## src/inc/rsx_pkg.sv

```systemverilog
// constants and types for the rotate/subtract/skip/xor execution block
package rsx_pkg;
  localparam int DATA_W = 8;
  localparam int PADDR_W = 13;
  localparam int PWORD_W = 16;
  localparam int OP_W = 5;
  localparam logic [DATA_W-1:0] BYTE_ZERO = 8'h00;
  localparam logic [DATA_W-1:0] BYTE_ONES = 8'hFF;
  localparam logic [DATA_W-1:0] BYTE_ONE = 8'h01;
  localparam logic [PADDR_W-1:0] LAST_PAGE_BASE = 13'h1F00;
  localparam logic [PADDR_W-1:0] PAGE_MASK = 13'h1F00;
  localparam logic [1:0] DUMMY_CYCLES = 2'h1;

  // operation codes presented by the decoder
  typedef enum logic [OP_W-1:0] {
    OP_NOP          = 5'h00,
    OP_ROTL_ACC     = 5'h01,
    OP_ROTL_C       = 5'h02,
    OP_ROTL_C_ACC   = 5'h03,
    OP_ROTR_MEM     = 5'h04,
    OP_ROTR_ACC     = 5'h05,
    OP_ROTR_C       = 5'h06,
    OP_ROTR_C_ACC   = 5'h07,
    OP_SBC_ACC      = 5'h08,
    OP_SBC_MEM      = 5'h09,
    OP_SUB_ACC      = 5'h0A,
    OP_SUB_MEM      = 5'h0B,
    OP_SUB_IMM      = 5'h0C,
    OP_DEC_SKIP     = 5'h0D,
    OP_DEC_SKIP_ACC = 5'h0E,
    OP_INC_SKIP     = 5'h0F,
    OP_INC_SKIP_ACC = 5'h10,
    OP_SKIP_BIT_SET = 5'h11,
    OP_SKIP_ZERO    = 5'h12,
    OP_SKIP_ZERO_A  = 5'h13,
    OP_SKIP_BIT_CLR = 5'h14,
    OP_SET_BYTE     = 5'h15,
    OP_SET_BIT      = 5'h16,
    OP_SWAP_MEM     = 5'h17,
    OP_SWAP_ACC     = 5'h18,
    OP_TAB_CUR      = 5'h19,
    OP_TAB_LAST     = 5'h1A,
    OP_XOR_ACC      = 5'h1B,
    OP_XOR_MEM      = 5'h1C,
    OP_XOR_IMM      = 5'h1D
  } rsx_op_t;

  // execution sequencer
  // gray order: every step leaves or returns to idle with one bit flipping
  typedef enum logic [1:0] {
    ST_IDLE  = 2'h0,
    ST_DUMMY = 2'h1,
    ST_TABLE = 2'h2
  } rsx_state_t;
endpackage : rsx_pkg

```

## src/hw/rsx_exec.sv

```systemverilog
// execution datapath for rotate, subtract, skip, set, swap, table read and xor
`timescale 1ns/100ps
module rsx_exec (
  // clock and reset
  input  wire logic                        REF_CLK_I,
  input  wire logic                        SYS_RST_I,
  // instruction issue from the decoder
  input  wire logic                        ISSUE_I,
  input  wire rsx_pkg::rsx_op_t            OP_I,
  input  wire logic [2:0]                  BIT_SEL_I,
  input  wire logic [rsx_pkg::DATA_W-1:0]  IMM_I,
  input  wire logic [rsx_pkg::DATA_W-1:0]  MEM_RDATA_I,
  // options and table pointers
  input  wire logic                        HIGH_PTR_EN_I,
  input  wire logic [rsx_pkg::DATA_W-1:0]  TBL_PTR_LOW_I,
  input  wire logic [rsx_pkg::DATA_W-1:0]  TBL_PTR_HIGH_I,
  input  wire logic [rsx_pkg::PADDR_W-1:0] PC_I,
  // program memory table port
  output logic                             PROG_RD_O,
  output logic [rsx_pkg::PADDR_W-1:0]      PROG_ADDR_O,
  input  wire logic [rsx_pkg::PWORD_W-1:0] PROG_DATA_I,
  // results
  output logic                             MEM_WE_O,
  output logic [rsx_pkg::DATA_W-1:0]       MEM_WDATA_O,
  output logic [rsx_pkg::DATA_W-1:0]       ACC_O,
  output logic [rsx_pkg::DATA_W-1:0]       TBL_RESULT_HIGH_O,
  output logic                             CARRY_O,
  output logic                             ZERO_O,
  output logic                             SIGNED_WRAP_O,
  output logic                             HALF_CARRY_O,
  output logic                             SKIP_O,
  output logic                             BUSY_O
);
  import rsx_pkg::*;

  rsx_state_t state;
  rsx_state_t next_state;
  logic [DATA_W-1:0] acc;
  logic              cy;
  logic              zf;
  logic              ov;
  logic              hc;
  logic [DATA_W-1:0] tbl_hi;

  // combinational results of the current issue
  logic [DATA_W-1:0] next_res;
  logic              res_to_acc;
  logic              res_to_mem;
  logic              upd_carry_rot;
  logic              upd_arith;
  logic              upd_zero;
  logic              next_cy;
  logic              next_ov;
  logic              next_hc;
  logic              skip_cond;
  logic              is_skip;

  // subtraction acc - b - borrow with flag outputs
  function automatic logic [DATA_W+2:0] sub_flags(input logic [DATA_W-1:0] a, input logic [DATA_W-1:0] b,
                                                  input logic borrow);
    logic [DATA_W:0]   full;
    logic [4:0]        low;
    logic              ovf;
    full = {1'b0, a} - {1'b0, b} - {{DATA_W{1'b0}}, borrow};
    low  = {1'b0, a[3:0]} - {1'b0, b[3:0]} - {4'h0, borrow};
    ovf  = (a[7] ^ b[7]) & (a[7] ^ full[7]);
    // bits: carry(no borrow), overflow, half carry (no nibble borrow), result
    return {~full[DATA_W], ovf, ~low[4], full[DATA_W-1:0]};
  endfunction : sub_flags

  function automatic logic [DATA_W-1:0] bit_mask(input logic [2:0] sel);
    return BYTE_ONE << sel;
  endfunction : bit_mask

  logic [DATA_W+2:0] sub_out;
  logic [DATA_W-1:0] sub_b;
  logic              sub_borrow;
  logic              accept;
  assign accept = ISSUE_I && (state == ST_IDLE);
  assign sub_b = (OP_I == OP_SUB_IMM) ? IMM_I : MEM_RDATA_I;
  // borrow is the complement of carry only for the with-borrow forms
  assign sub_borrow = (OP_I == OP_SBC_ACC || OP_I == OP_SBC_MEM) ? ~cy : 1'b0;
  assign sub_out = sub_flags(acc, sub_b, sub_borrow);

  // operation decode and result selection
  always_comb begin
    next_res      = BYTE_ZERO;
    res_to_acc    = 1'b0;
    res_to_mem    = 1'b0;
    upd_carry_rot = 1'b0;
    upd_arith     = 1'b0;
    upd_zero      = 1'b0;
    next_cy       = cy;
    next_ov       = ov;
    next_hc       = hc;
    skip_cond     = 1'b0;
    is_skip       = 1'b0;
    unique case (OP_I)
      OP_ROTL_ACC: begin
        next_res = {MEM_RDATA_I[6:0], MEM_RDATA_I[7]};
        res_to_acc = 1'b1;
      end
      OP_ROTL_C, OP_ROTL_C_ACC: begin
        next_res = {MEM_RDATA_I[6:0], cy};
        next_cy = MEM_RDATA_I[7];
        upd_carry_rot = 1'b1;
        res_to_acc = (OP_I == OP_ROTL_C_ACC);
        res_to_mem = (OP_I == OP_ROTL_C);
      end
      OP_ROTR_MEM, OP_ROTR_ACC: begin
        next_res = {MEM_RDATA_I[0], MEM_RDATA_I[7:1]};
        res_to_acc = (OP_I == OP_ROTR_ACC);
        res_to_mem = (OP_I == OP_ROTR_MEM);
      end
      OP_ROTR_C, OP_ROTR_C_ACC: begin
        next_res = {cy, MEM_RDATA_I[7:1]};
        next_cy = MEM_RDATA_I[0];
        upd_carry_rot = 1'b1;
        res_to_acc = (OP_I == OP_ROTR_C_ACC);
        res_to_mem = (OP_I == OP_ROTR_C);
      end
      OP_SBC_ACC, OP_SBC_MEM, OP_SUB_ACC, OP_SUB_MEM, OP_SUB_IMM: begin
        next_res = sub_out[DATA_W-1:0];
        next_cy = sub_out[DATA_W+2];
        next_ov = sub_out[DATA_W+1];
        next_hc = sub_out[DATA_W];
        upd_arith = 1'b1;
        upd_zero = 1'b1;
        res_to_mem = (OP_I == OP_SBC_MEM || OP_I == OP_SUB_MEM);
        res_to_acc = ~res_to_mem;
      end
      OP_DEC_SKIP, OP_DEC_SKIP_ACC: begin
        next_res = MEM_RDATA_I - BYTE_ONE;
        is_skip = 1'b1;
        skip_cond = (next_res == BYTE_ZERO);
        res_to_acc = (OP_I == OP_DEC_SKIP_ACC);
        res_to_mem = (OP_I == OP_DEC_SKIP);
      end
      OP_INC_SKIP, OP_INC_SKIP_ACC: begin
        next_res = MEM_RDATA_I + BYTE_ONE;
        is_skip = 1'b1;
        skip_cond = (next_res == BYTE_ZERO);
        res_to_acc = (OP_I == OP_INC_SKIP_ACC);
        res_to_mem = (OP_I == OP_INC_SKIP);
      end
      OP_SKIP_BIT_SET: begin
        is_skip = 1'b1;
        skip_cond = (MEM_RDATA_I & bit_mask(BIT_SEL_I)) != BYTE_ZERO;
      end
      OP_SKIP_ZERO, OP_SKIP_ZERO_A: begin
        next_res = MEM_RDATA_I;
        is_skip = 1'b1;
        skip_cond = (MEM_RDATA_I == BYTE_ZERO);
        res_to_acc = (OP_I == OP_SKIP_ZERO_A);
      end
      OP_SKIP_BIT_CLR: begin
        is_skip = 1'b1;
        skip_cond = (MEM_RDATA_I & bit_mask(BIT_SEL_I)) == BYTE_ZERO;
      end
      OP_SET_BYTE: begin
        next_res = BYTE_ONES;
        res_to_mem = 1'b1;
      end
      OP_SET_BIT: begin
        next_res = MEM_RDATA_I | bit_mask(BIT_SEL_I);
        res_to_mem = 1'b1;
      end
      OP_SWAP_MEM, OP_SWAP_ACC: begin
        next_res = {MEM_RDATA_I[3:0], MEM_RDATA_I[7:4]};
        res_to_acc = (OP_I == OP_SWAP_ACC);
        res_to_mem = (OP_I == OP_SWAP_MEM);
      end
      OP_XOR_ACC, OP_XOR_MEM, OP_XOR_IMM: begin
        next_res = acc ^ ((OP_I == OP_XOR_IMM) ? IMM_I : MEM_RDATA_I);
        upd_zero = 1'b1;
        res_to_mem = (OP_I == OP_XOR_MEM);
        res_to_acc = ~res_to_mem;
      end
      default: begin
        // nop and table reads produce nothing in the issue cycle
        next_res = BYTE_ZERO;
      end
    endcase
  end

  // sequencer: skips insert a dummy cycle, table reads wait for program data
  always_comb begin
    next_state = state;
    unique case (state)
      ST_IDLE: begin
        if (ISSUE_I && is_skip) begin
          next_state = ST_DUMMY;
        end else if (ISSUE_I && (OP_I == OP_TAB_CUR || OP_I == OP_TAB_LAST)) begin
          next_state = ST_TABLE;
        end
      end
      ST_DUMMY: next_state = ST_IDLE;
      ST_TABLE: next_state = ST_IDLE;
      default:  next_state = ST_IDLE;
    endcase
  end

  always_ff @(posedge REF_CLK_I) begin
    if (SYS_RST_I) state <= ST_IDLE;
    else state <= next_state;
  end

  // accumulator
  always_ff @(posedge REF_CLK_I) begin
    if (SYS_RST_I) acc <= BYTE_ZERO;
    else if (accept && res_to_acc) acc <= next_res;
  end

  // carry: rotates through carry and subtractions touch it
  always_ff @(posedge REF_CLK_I) begin
    if (SYS_RST_I) cy <= 1'b0;
    else if (accept && (upd_carry_rot || upd_arith)) cy <= next_cy;
  end

  // overflow and half carry only on subtraction
  always_ff @(posedge REF_CLK_I) begin
    if (SYS_RST_I) begin
      ov <= 1'b0;
      hc <= 1'b0;
    end else if (accept && upd_arith) begin
      ov <= next_ov;
      hc <= next_hc;
    end
  end

  // zero flag from the eight-bit result
  always_ff @(posedge REF_CLK_I) begin
    if (SYS_RST_I) zf <= 1'b0;
    else if (accept && upd_zero) zf <= (next_res == BYTE_ZERO);
  end

  // memory write port, registered so data is stable for a full cycle
  always_ff @(posedge REF_CLK_I) begin
    if (SYS_RST_I) begin
      MEM_WE_O    <= 1'b0;
      MEM_WDATA_O <= BYTE_ZERO;
    end else if (state == ST_TABLE) begin
      MEM_WE_O    <= 1'b1;
      MEM_WDATA_O <= PROG_DATA_I[DATA_W-1:0];
    end else begin
      MEM_WE_O    <= accept && res_to_mem;
      MEM_WDATA_O <= next_res;
    end
  end

  // skip request pulses in the dummy cycle following the decision
  always_ff @(posedge REF_CLK_I) begin
    if (SYS_RST_I) SKIP_O <= 1'b0;
    else SKIP_O <= accept && is_skip && skip_cond;
  end

  // program address: high pointer option widens the current-page read
  always_ff @(posedge REF_CLK_I) begin
    if (SYS_RST_I) begin
      PROG_RD_O   <= 1'b0;
      PROG_ADDR_O <= '0;
    end else begin
      PROG_RD_O <= accept && (OP_I == OP_TAB_CUR || OP_I == OP_TAB_LAST);
      if (accept && OP_I == OP_TAB_LAST)
        PROG_ADDR_O <= LAST_PAGE_BASE | {5'h00, TBL_PTR_LOW_I};
      else if (accept && OP_I == OP_TAB_CUR && HIGH_PTR_EN_I)
        PROG_ADDR_O <= {TBL_PTR_HIGH_I[PADDR_W-DATA_W-1:0], TBL_PTR_LOW_I};
      else if (accept && OP_I == OP_TAB_CUR)
        PROG_ADDR_O <= (PC_I & PAGE_MASK) | {5'h00, TBL_PTR_LOW_I};
    end
  end

  // high byte of the table word
  always_ff @(posedge REF_CLK_I) begin
    if (SYS_RST_I) tbl_hi <= BYTE_ZERO;
    else if (state == ST_TABLE) tbl_hi <= PROG_DATA_I[PWORD_W-1:DATA_W];
  end

  assign ACC_O             = acc;
  assign CARRY_O           = cy;
  assign ZERO_O            = zf;
  assign SIGNED_WRAP_O     = ov;
  assign HALF_CARRY_O      = hc;
  assign TBL_RESULT_HIGH_O = tbl_hi;
  assign BUSY_O            = (state != ST_IDLE);
endmodule : rsx_exec

```

## config.mk

```make
export PLATFORM = sky130hd
export DESIGN_NAME = rsx_exec
export DESIGN_NICKNAME = d
export VERILOG_FILES = /design/src/inc/rsx_pkg.sv /design/src/hw/rsx_exec.sv
export SDC_FILE = /design/constraint.sdc
export NUM_CORES = 1
export LEC_CHECK = 0
export BUFFER_PORTS_ARGS = -buffer_cell sky130_fd_sc_hd__buf_4
export CAP_MARGIN = 20
export CORE_ASPECT_RATIO = 0.8
export CORE_MARGIN = 2
export CORE_UTILIZATION = 43
export CTS_CLUSTER_SIZE = 25
export DETAILED_ROUTE_END_ITERATION = 6
export MAX_ROUTING_LAYER = met4
export PLACE_DENSITY = 0.69
export SLEW_MARGIN = 15
export SYNTH_ARGS = -nofsm -noshare
export SYNTH_HDL_FRONTEND = slang
export SYNTH_SLANG_ARGS = --single-unit
```

## constraint.sdc

```tcl
create_clock -name REF_CLK_I -period 5 [get_ports REF_CLK_I]
set_input_delay 1.25 -clock REF_CLK_I [delete_from_list [all_inputs] [get_ports REF_CLK_I]]
set_output_delay 1.25 -clock REF_CLK_I [all_outputs]
set_load 0.01 [all_outputs]
```

==> results of run 1 <==
-- worst max-delay path, stage by stage --
cell      delay [ps]
buf_4            200
nor2b_1          200
nand3_1           90
buf_4            190
mux2_2           250
fa_1             190
inv_1             70
fa_1             400
nand2b_1         170
a21oi_1          270
o21ai_0          210
xor2_1           180
a211oi_1         360
buf_4            190
a211oi_1          70
-- per-stage QoR --
step,cells,hold WS [ps]
after global placement,715,442
final,723,457
after floorplan,521,476
after CTS,723,456
after global routing,723,471
after detailed placement,715,447
-- Yosys cell counts, drive strengths merged (7+ instances only) --
library cell / number
a211oi: 21
a21oi: 41
a31oi: 7
buf: 14
clkbuf: 25
dfxtp: 46
ha: 19
inv: 27
mux2: 14
mux2i: 8
nand2: 62
nand2b: 8
nand3: 13
nor2: 48
nor2b: 9
nor3: 16
o21ai: 17
o22ai: 12
or3: 7
xnor2: 14
xor2: 7
-- worst max-delay path by stage --
stage | to | slack, ps
finish | ACC_O[6] | 800
CTS | ZERO_O | 890
global placement | ZERO_O | 650
global route | ACC_O[6] | 650
detailed placement | ZERO_O | 610
floorplan | SIGNED_WRAP_O | 720
-- cell families after synthesis --
kind of cell / count (synthesis)
compound gates: 151
xor+xnor: 21
fa+ha+maj: 21
buf+inv: 66
flops: 46
mux: 24
simple gates: 192
-- sequential cells by signal, summed over array words and instances (netlist names) --
signal and flops:
PROG_ADDR_O 13, ACC_O 8, MEM_WDATA_O 8, TBL_RESULT_HIGH_O 8, state 2, CARRY_O 1, HALF_CARRY_O 1, MEM_WE_O 1
PROG_RD_O 1, SIGNED_WRAP_O 1, SKIP_O 1, ZERO_O 1
-- cell type report --
cell class	count	area, sq um	share of cell area, %
clock buffers	7	153	3.10
well taps	115	144	2.92
multi-input cells	409	2710	55.1
clock inverters	1	8.76	0.178
repair buffers	118	886	18.0
flip-flops and latches	46	921	18.7
inverters	27	101	2.06
-- routing by layer --
layer,routed length (microns),vias up
met4,150,0
met5,0,-
li1,-,2059
met2,5730,191
met1,5850,1999
met3,987,16
-- placed cells by master, fill, tap and decap left out, types with 4 or more instances in the layout --
master and instances:
a221oi_1 6, o21ai_0 17, a22o_1 4, mux2_2 14, buf_4 118, nor2_1 47, nor3b_1 5, o221ai_1 4
o22ai_1 12, nor2b_1 9, dfxtp_1 46, a31oi_1 7, and3_1 6, inv_1 27, nand3_1 13, clkbuf_16 5
or3_1 7, ha_1 19, a22oi_1 4, xor2_1 7, nor3_1 16, a211oi_1 20, mux2i_1 8, nand2b_1 8
xnor2_1 14, nand2_1 62, a21oi_1 41
-- power breakdown --
group	switching (mW)	total, mW	internal (mW)
logic	0.222	0.409	0.187
clock network	0.135	0.349	0.213
registers	0.0140	0.398	0.384
total	0.371	1.16	0.784
==> results by group, run 1 <==
Synthesis
  – Synth Register Bits: 46
  – Number of synthesized flops with an enable pin: 0
  – Synth area leaders: dfxtp_1 24%, ha_1 6.1%, nand2_1 6.0%
  – Mapped Area: between 0.003 and 0.004 sq mm
  – Post-synthesis simple-gate area fraction: 23.7%
  – YS warnings: 0
  – Synth Area in Adders: 7.11%
  – Post-synthesis mux area share: 7.23%
  – Mean Syn Cell Area: about 7.5 sq um
  – Synth top area share: around a quarter
  – Post-synthesis cell type count: between 60 and 70
  – Mapped Nets: roughly 600
  – Leading area contributor after synthesis: dfxtp_1
  – Xor/xnor share of the synthesized area: 4.71%
  – Cell count after synthesis: approximately 520
  – Compound-cell area share of the yosys netlist: 26.6%
  – Sequential share of the synthesized area: about a quarter
  – Asr flop ratio synth: 0%
  – Top FF cell, synth: dfxtp_1
  – Largest family of logic cells by synthesized area: compound AO/OA/AOI/OAI gates

Setup path
  – Critical path type: primary input to flip-flop
  – Worst Path Max Fanout: 20
  – Worst R2R Start: CARRY_O
  – Reg2reg end: ACC_O[6]
  – Crit path DAT: 4300 ps
  – Critical Path Start Type: primary input
  – CP Capture Type: flip-flop
  – CP Launch Point: OP_I[3]
  – Critical path required time: 5100 ps
  – R2R setup slack: 1860 ps
  – Worst r2r path cells: 11

Clocking
  – Post-CTS setup buffers: 0
  – CTS buffer count: 5
  – Num Clock Sinks: 46
  – Worst-path clk slew: 60 ps
  – Root Buffer: clkbuf_16
  – Number of cells upsized or downsized after cts: 0
  – H-tree depth: 2
  – Maximum clock path buffer count: 2
  – Post-CTS Hold Buffers: 0
  – Worst skew pair latency: 280 ps
  – CTS tree: yes

Floorplanning
  – Cell Rows: 31
  – Die ar.: about 0.0099 sq mm
  – Die H: around 89 microns
  – Die extent in x: 111 microns
  – Initial Util: 43.6%
  – I/O pin cnt: ~120
  – Core area: 0.00896 sq mm

Global routing
  – Initial antenna violation count: 0
  – Met2 Use GR: 39.8%
  – Pin count of the biggest net entering global routing: 47
  – Met3 Track Usage GR: between 5 and 6%
  – Vias in the first global route: 4,003
  – First-pass GRT wire length: 19.8 mm
  – Gr ovfl total: 0
  – M1 GR Usage: 34.2%
  – Most Crowded Layer GR: met2
  – GRT Total Usage: between 20% and 30%

Layout
  – Fill cell count: 855
  – Nets: 701
  – ANT cells: 0
  – Final core occ: between 50% and 60%
  – P&R area growth vs syn: 26.0%
  – Post-route design area: 0.00493 sq mm
  – Layout cell share with drive strength beyond 1: 24.5%

Timing
  – Count of final hold-check violations: 0
  – Final min period: 4200 ps
  – Worst Tran Pin Value: between 1000 and 1500 ps
  – Final-report max-slew violation count: 0
  – Max Fclk: 0.238 GHz
  – Setup violations, final: 0
  – Fin Setup TNS: 0 ps
  – Worst-case setup margin in the final layout: between 700 and 800 ps
  – Final Cycle Share: 84.0%
  – Final Skew: 4.00 ps
  – RSZ-0062 raised after global routing: false
  – Rel. slew slack: 30.4%

Status
  – Status: finished, final reports clean

Worst hold path
  – Hold Crit Depth: 2
  – Hold WC Path Type: flip-flop to flip-flop
  – Hold wc startpoint: PROG_ADDR_O[7]
  – WHS Endpoint: PROG_ADDR_O[7]

Route
  – Initial DRC count: 441
  – Vias per Instance: 5.90
  – Routed Antenna Nets: 0
  – Post-route DRC: 0
  – WL final: about 13 mm
  – Pre-antenna DRT Iters: 5
  – Wire length per cell: 17.6 microns
  – Vias: 4,265

Placed design
  – PortBufs: 106
  – Global placement routability congestion: 0.932
  – HPWL after DPL: 9.36 mm
  – Placed Area: 0.00476 sq mm
  – Dpl ws: 607 ps

Power and ir drop
  – Total power: 1.16 mW
  – P_leak: ~2.1 nW
  – VDD IR max: 0.000167 V
  – PwrDens: 235 mW/mm^2

Flow run
  – Max cap viols: 0
(Power assumes the default switching activity.)
==> run 2: changes to the inputs <==
--- a/config.mk
+++ b/config.mk
@@ -13,7 +13,7 @@
 export CTS_CLUSTER_SIZE = 25
 export DETAILED_ROUTE_END_ITERATION = 6
 export MAX_ROUTING_LAYER = met4
-export PLACE_DENSITY = 0.69
+export PLACE_DENSITY = 0.71
 export SLEW_MARGIN = 15
 export SYNTH_ARGS = -nofsm -noshare
 export SYNTH_HDL_FRONTEND = slang
==> constraint.sdc (replaced) <==
create_clock -name REF_CLK_I -period 3.7 [get_ports REF_CLK_I]
set_input_delay 0.925 -clock REF_CLK_I [delete_from_list [all_inputs] [get_ports REF_CLK_I]]
set_output_delay 0.925 -clock REF_CLK_I [all_outputs]
set_load 0.01 [all_outputs]
==> run 2 against run 1 <==
Against the previous run:
- first-iteration DRC count down 16%
- sequential share of layout area is 1.1 points lower
- utilization increased by 3.3 points
- via count is 3.3% higher
- largest power group unchanged
- global-route usage up 1.4 points
- design area is 6.0% higher
- critical path type unchanged
- non-clock buffer count increased by 35
- count of clock-buffer cells in the layout is 1 lower
- highest routed layer unchanged
==> results by group, run 2 (synthesis results as in run 1) <==
Layout
  – Nets: 736
  – Max reg flops: 13
  – Final core occ: 58.3%
  – Layout cell share with drive strength beyond 1: ~30%
  – Top reg by flops: PROG_ADDR_O
  – ANT cells: 0
  – Commonest cells after routing, fill and taps aside: 153 x buf_4, 62 x nand2_1, 46 x dfxtp_1, 46 x nor2_1, 38 x a21oi_1
  – P&R area growth vs syn: 33.6%
  – Post-route design area: 0.00522 sq mm
  – Commonest non-fill, non-tap cell in the layout: buf_4
  – Final Non-Filler Cells: 757

Timing
  – Setup violations, final: 0
  – Rel. slew slack: ~28%
  – Final Skew: 3.09 ps
  – RSZ-0062 raised after global routing: false
  – Final min period: about 3500 ps
  – Final Cycle Share: 95.4%
  – Max Fclk: 0.283 GHz
  – Count of final hold-check violations: 0
  – Final-report max-slew violation count: 0
  – Worst-case setup margin in the final layout: 170 ps
  – Worst Tran Pin Value: 1080 ps

Global routing
  – Gr ovfl total: 0
  – Pin count of the biggest net entering global routing: between 40 and 50
  – GRT Total Usage: 26.8%
  – Vias in the first global route: 4,190
  – First-pass GRT wire length: 20.6 mm
  – Initial antenna violation count: 0

Clocking
  – Num Clock Sinks: 46
  – CTS buffer count: 5
  – Post-CTS Hold Buffers: 0
  – CTS tree: yes
  – Worst-path clk slew: about 60 ps
  – Post-CTS setup buffers: 0
  – Root Buffer: clkbuf_16
  – Maximum clock path buffer count: 2
  – H-tree depth: 2
  – Worst skew pair latency: between 200 and 300 ps

Power and ir drop
  – Switching part of the total: between 30% and 40%
  – Comb pwr share: 39.5%
  – Total power: 1.60 mW
  – P_leak: ~2.2 nW
  – Clock power frac: 26.8%
  – Pint: 1.07 mW
  – PwrDens: a little over 300 mW/mm^2
  – VDD IR max: 0.000212 V
  – Part of the power in registers: 33.8%
  – Psw: 529 uW

Route
  – Wire length per cell: between 15 and 20 microns
  – Vias: 4,406
  – Routed Antenna Nets: 0
  – WL final: ~13 mm
  – Max Used Layer: met4
  – Post-route DRC: 0
  – Pre-antenna DRT Iters: 5
  – Vias per Instance: 5.82
  – Routed met3 length: 1.20 mm
  – Met2 WL post-DR: a little over 6 mm
  – Initial DRC count: 370
  – Met1 wire length: 5.79 mm

Placed design
  – Placed insts: 750
  – Global placement routability congestion: a little over 1
  – PortBufs: 106
  – Dpl ws: -280 ps
  – HPWL after DPL: between 10 and 15 mm
  – Placed Area: 0.00505 sq mm

Setup path
  – Critical path type: primary input to flip-flop
  – Worst Path Max Fanout: 6
  – Reg2reg end: ZERO_O
  – Crit path DAT: 3760 ps
  – Worst r2r path cells: 13
  – Max incr delay on CP: between 300 and 400 ps
  – CP cell instances: buf_4 -> nor2b_2 -> nand3_4 -> buf_4 -> mux2_2 -> ha_1 -> inv_1 -> ha_1 -> a21oi_1 -> o22ai_1 -> a22o_1 -> nor3_1 -> and4_1 -> and4b_1 -> a41o_1
  – Worst R2R Start: CARRY_O
  – Critical Path Start Type: primary input
  – Critical path required time: between 3000 and 4000 ps
  – CP Capture Type: flip-flop
  – Slowest CP cell: mux2_2
  – R2R setup slack: 760 ps

Status
  – Status: finished, final reports clean

Worst hold path
  – WHS Endpoint: PROG_ADDR_O[2]
  – Hold Crit Depth: 2
  – Hold WC Path Type: flip-flop to flip-flop
  – Hold wc startpoint: PROG_ADDR_O[2]

Flow run
  – Max cap viols: 0

Floorplanning
  – Die ar.: 0.00987 sq mm
  – Die extent in x: between 100 and 150 microns
  – Core area: around 0.009 sq mm
  – Die H: 89.3 microns
  – Initial Util: a little over two fifths
  – I/O pin cnt: 118
  – Cell Rows: 31
==> run 2: worst max-delay path, delay by kind of cell <==
family,cells,cell delay (ps)
adder cells (fa/ha/maj),2,590
AND/OR/NAND/NOR,5,910
AO/OA/AOI/OAI,4,680
buffers and inverters,3,310
multiplexers,1,340
==> run 2: repair_timing <==
item	4_1_cts	5_1_grt
resized for setup	1	8
setup endpoints to repair	2	12
pin swaps	0	1
==> run 2: metrics by stage <==
stage / hold slack, ps / setup TNS [ps]
floorplan: 476 / 0
global placement: 443 / -1690
detailed placement: 447 / -2630
CTS: 456 / 0
global route: 472 / 0
finish: 456 / 0
==> run 2: layout make-up <==
class	count	area [sq um]
clock buffer	6	129
clock inverter	1	7.51
fill	844	3740
inverter	27	101
multi-input combinational	409	2770
sequential	46	921
tap	115	144
timing repair buffer	153	1150
==> run 2: worst max-delay path by stage <==
stage,from,endpoint
after floorplan,OP_I[2],SIGNED_WRAP_O
after global placement,OP_I[4],ZERO_O
after detailed placement,OP_I[4],ZERO_O
after CTS,OP_I[4],ZERO_O
after global routing,OP_I[3],CARRY_O
final,OP_I[3],ZERO_O
==> run 2: metal layers <==
layer  global-route usage [%]  up-vias
li1                         -     2143
met4                     5.68        0
met5                        -        -
met1                     35.4     2027
met2                     42.3      210
met3                     6.37       26
==> run 2: power groups by stage <==
| stage | logic, mW | registers, mW | clock network [mW] |
|---|---|---|---|
| finish | 0.631 | 0.540 | 0.428 |
| global route | 0.693 | 0.542 | 0.454 |
| CTS | 0.619 | 0.540 | 0.441 |
| detailed placement | 0.612 | 0.551 | 0 |
| global placement | 0.602 | 0.549 | 0 |
| floorplan | 0.344 | 0.556 | 0 |
==> run 3: changes to the inputs <==
--- a/config.mk
+++ b/config.mk
@@ -8,12 +8,12 @@
 export BUFFER_PORTS_ARGS = -buffer_cell sky130_fd_sc_hd__buf_4
 export CAP_MARGIN = 20
 export CORE_ASPECT_RATIO = 0.8
-export CORE_MARGIN = 2
 export CORE_UTILIZATION = 43
 export CTS_CLUSTER_SIZE = 25
 export DETAILED_ROUTE_END_ITERATION = 6
 export MAX_ROUTING_LAYER = met4
 export PLACE_DENSITY = 0.71
+export RECOVER_POWER = 50
 export SLEW_MARGIN = 15
 export SYNTH_ARGS = -nofsm -noshare
 export SYNTH_HDL_FRONTEND = slang
==> run 3 against run 2 <==
Against the previous run:
- register-to-register slack worse by 70 ps
- cell count down 0.53%
- total power down 0.55%
- combinational power down 3%
- count of clock-buffer cells in the layout down 1
- critical endpoint unchanged
- largest power group unchanged
- highest routed layer unchanged
==> results by group, run 3 (synthesis results as in run 1) <==
Timing
  – RSZ-0062 raised after global routing: true
  – Setup violations, final: 0
  – Worst-case setup margin in the final layout: 90.1 ps
  – Max Fclk: roughly 0.28 GHz
  – Rel. slew slack: 42.4%
  – Count of final hold-check violations: 0
  – Final Skew: between 6 and 7 ps
  – Final Cycle Share: 97.6%
  – Worst Tran Pin Value: 864 ps
  – Final-report max-slew violation count: 0
  – Final min period: 3610 ps

Power and ir drop
  – Clock power frac: 27.5%
  – VDD IR max: 0.000294 V
  – Switching part of the total: 33.5%
  – Pint: 1.06 mW
  – Comb pwr share: 38.6%
  – Part of the power in registers: 33.8%
  – P_leak: 2.08 nW
  – PwrDens: 314 mW/mm^2
  – Psw: 533 uW

Floorplanning
  – I/O pin cnt: 118
  – Cell Rows: 30
  – Initial Util: 45.3%
  – Die extent in x: 109 microns
  – Core area: 0.00863 sq mm
  – Die H: 87.3 microns
  – Die ar.: between 0.009 and 0.01 sq mm

Setup path
  – Slowest CP cell: fa_1
  – Critical path type: primary input to flip-flop
  – Critical Path Start Type: primary input
  – CP Capture Type: flip-flop
  – Worst path bufs/invs: 2
  – Cell class contributing the biggest share of worst-path delay: compound AO/OA/AOI/OAI gates
  – Critical path required time: 3930 ps
  – CP cell instances: buf_4 -> nor2_2 -> nand3_4 -> mux2_4 -> fa_1 -> inv_1 -> ha_1 -> xnor2_1 -> o32ai_1 -> a221oi_1 -> o221ai_2 -> and4b_1 -> a41o_1
  – Max incr delay on CP: 540 ps
  – R2R setup slack: 690 ps
  – Crit path DAT: 3840 ps
  – Worst Path Max Fanout: 2

Global routing
  – First-pass GRT wire length: 21.0 mm
  – GRT Total Usage: 29.5%
  – Vias in the first global route: 4,122
  – Gr ovfl total: 0
  – Pin count of the biggest net entering global routing: 47
  – Initial antenna violation count: 0

Clocking
  – Root Buffer: clkbuf_16
  – H-tree depth: 2
  – CTS tree: yes
  – Maximum clock path buffer count: 2
  – Post-CTS Hold Buffers: 0
  – Worst skew pair latency: approximately 290 ps
  – Worst-path clk slew: 60 ps
  – Num Clock Sinks: 46
  – CTS buffer count: 5

Placed design
  – Placed Area: 0.00503 sq mm
  – Global placement routability congestion: 1.11
  – Placed insts: 745
  – PortBufs: 106
  – HPWL after DPL: 10.2 mm
  – Dpl ws: -405 ps

Layout
  – Multi-input combinational cell area: 0.00276 sq mm
  – ANT cells: 0
  – P&R area growth vs syn: 29.7%
  – Post-route design area: 0.00507 sq mm
  – Final Non-Filler Cells: 753
  – Final core occ: approximately three fifths
  – Fill cell count: 837
  – Max reg flops: 13
  – Layout cell share with drive strength beyond 1: a little under a quarter
  – Nets: 734
  – Commonest non-fill, non-tap cell in the layout: buf_4
  – Commonest cells after routing, fill and taps aside: 115 x buf_4, 62 x nand2_1, 46 x dfxtp_1, 46 x nor2_1, 39 x a21oi_1
  – Sequential Area: 921 sq um
  – Top reg by flops: PROG_ADDR_O

Route
  – Wire length per cell: 17.7 microns
  – Initial DRC count: 314
  – WL final: 13.3 mm
  – Routed Antenna Nets: 0
  – Vias per Instance: 5.92
  – Post-route DRC: 0
  – Pre-antenna DRT Iters: 5
  – Vias: ~4,500

Worst hold path
  – Hold WC Path Type: flip-flop to flip-flop

Status
  – Status: finished, final reports clean

Flow run
  – Max cap viols: 0
-- run 3: layer usage --
layer  vias up  track usage, %  share of wire, %  routed length, microns
met5         -               -                 0                       0
met4         0            7.37               2.0                     265
met3        31            7.03               9.9                    1310
met2       232            43.6                45                    5960
met1      2069            40.4                43                    5780
li1       2127               -                 -                       -
-- run 3: power groups by stage --
stage	Sequential, mW	Combinational (mW)	Clock, mW
2_1_floorplan	0.556	0.344	0
4_1_cts	0.538	0.618	0.447
3_5_place_dp	0.549	0.612	0
6_report	0.538	0.615	0.438
3_3_place_gp	0.548	0.602	0
5_1_grt	0.540	0.668	0.469
-- run 3: layout make-up --
class                   instances  area share (%)
multi-input cells             409            54.5
repair buffers                151            19.7
flip-flops and latches         46            18.2
well taps                     112            2.76
clock buffers                   5            2.47
inverters                      27            2.00
clock inverters                 3           0.420
-- run 3: worst reg2reg max path, cell delays in order, from the launching register on --
cell,delay [ps]
dfxtp_1,400
nor4_4,410
fa_1,240
inv_1,70
fa_1,400
nand2b_1,190
a21oi_2,200
xor2_1,240
o211ai_1,130
a211oi_2,260
and4b_1,250
a41o_1,160
-- run 3: worst paths after layout --
path / end / startpoint / cells past startpoint
worst max-delay path: ZERO_O / OP_I[0] / 13
worst min-delay path: TBL_RESULT_HIGH_O[0] / TBL_RESULT_HIGH_O[0] / 2
worst max register to register: ZERO_O / CARRY_O / 11
worst min register to register: TBL_RESULT_HIGH_O[0] / TBL_RESULT_HIGH_O[0] / 2
-- run 3: per-stage QoR --
stage               power [mW]  setup TNS [ps]  hold slack (ps)
global placement          1.15           -2230              443
CTS                       1.60               0              457
finish                    1.59               0              455
detailed placement        1.16           -3420              448
floorplan                0.900               0              476
global route              1.68           -23.2              478
-- run 3: repair_timing --
item	4_1_cts	5_1_grt
cloned	0	0
pin swaps	0	1
setup endpoints to repair	4	12
buffers inserted	0	0
gates resized for setup	1	4
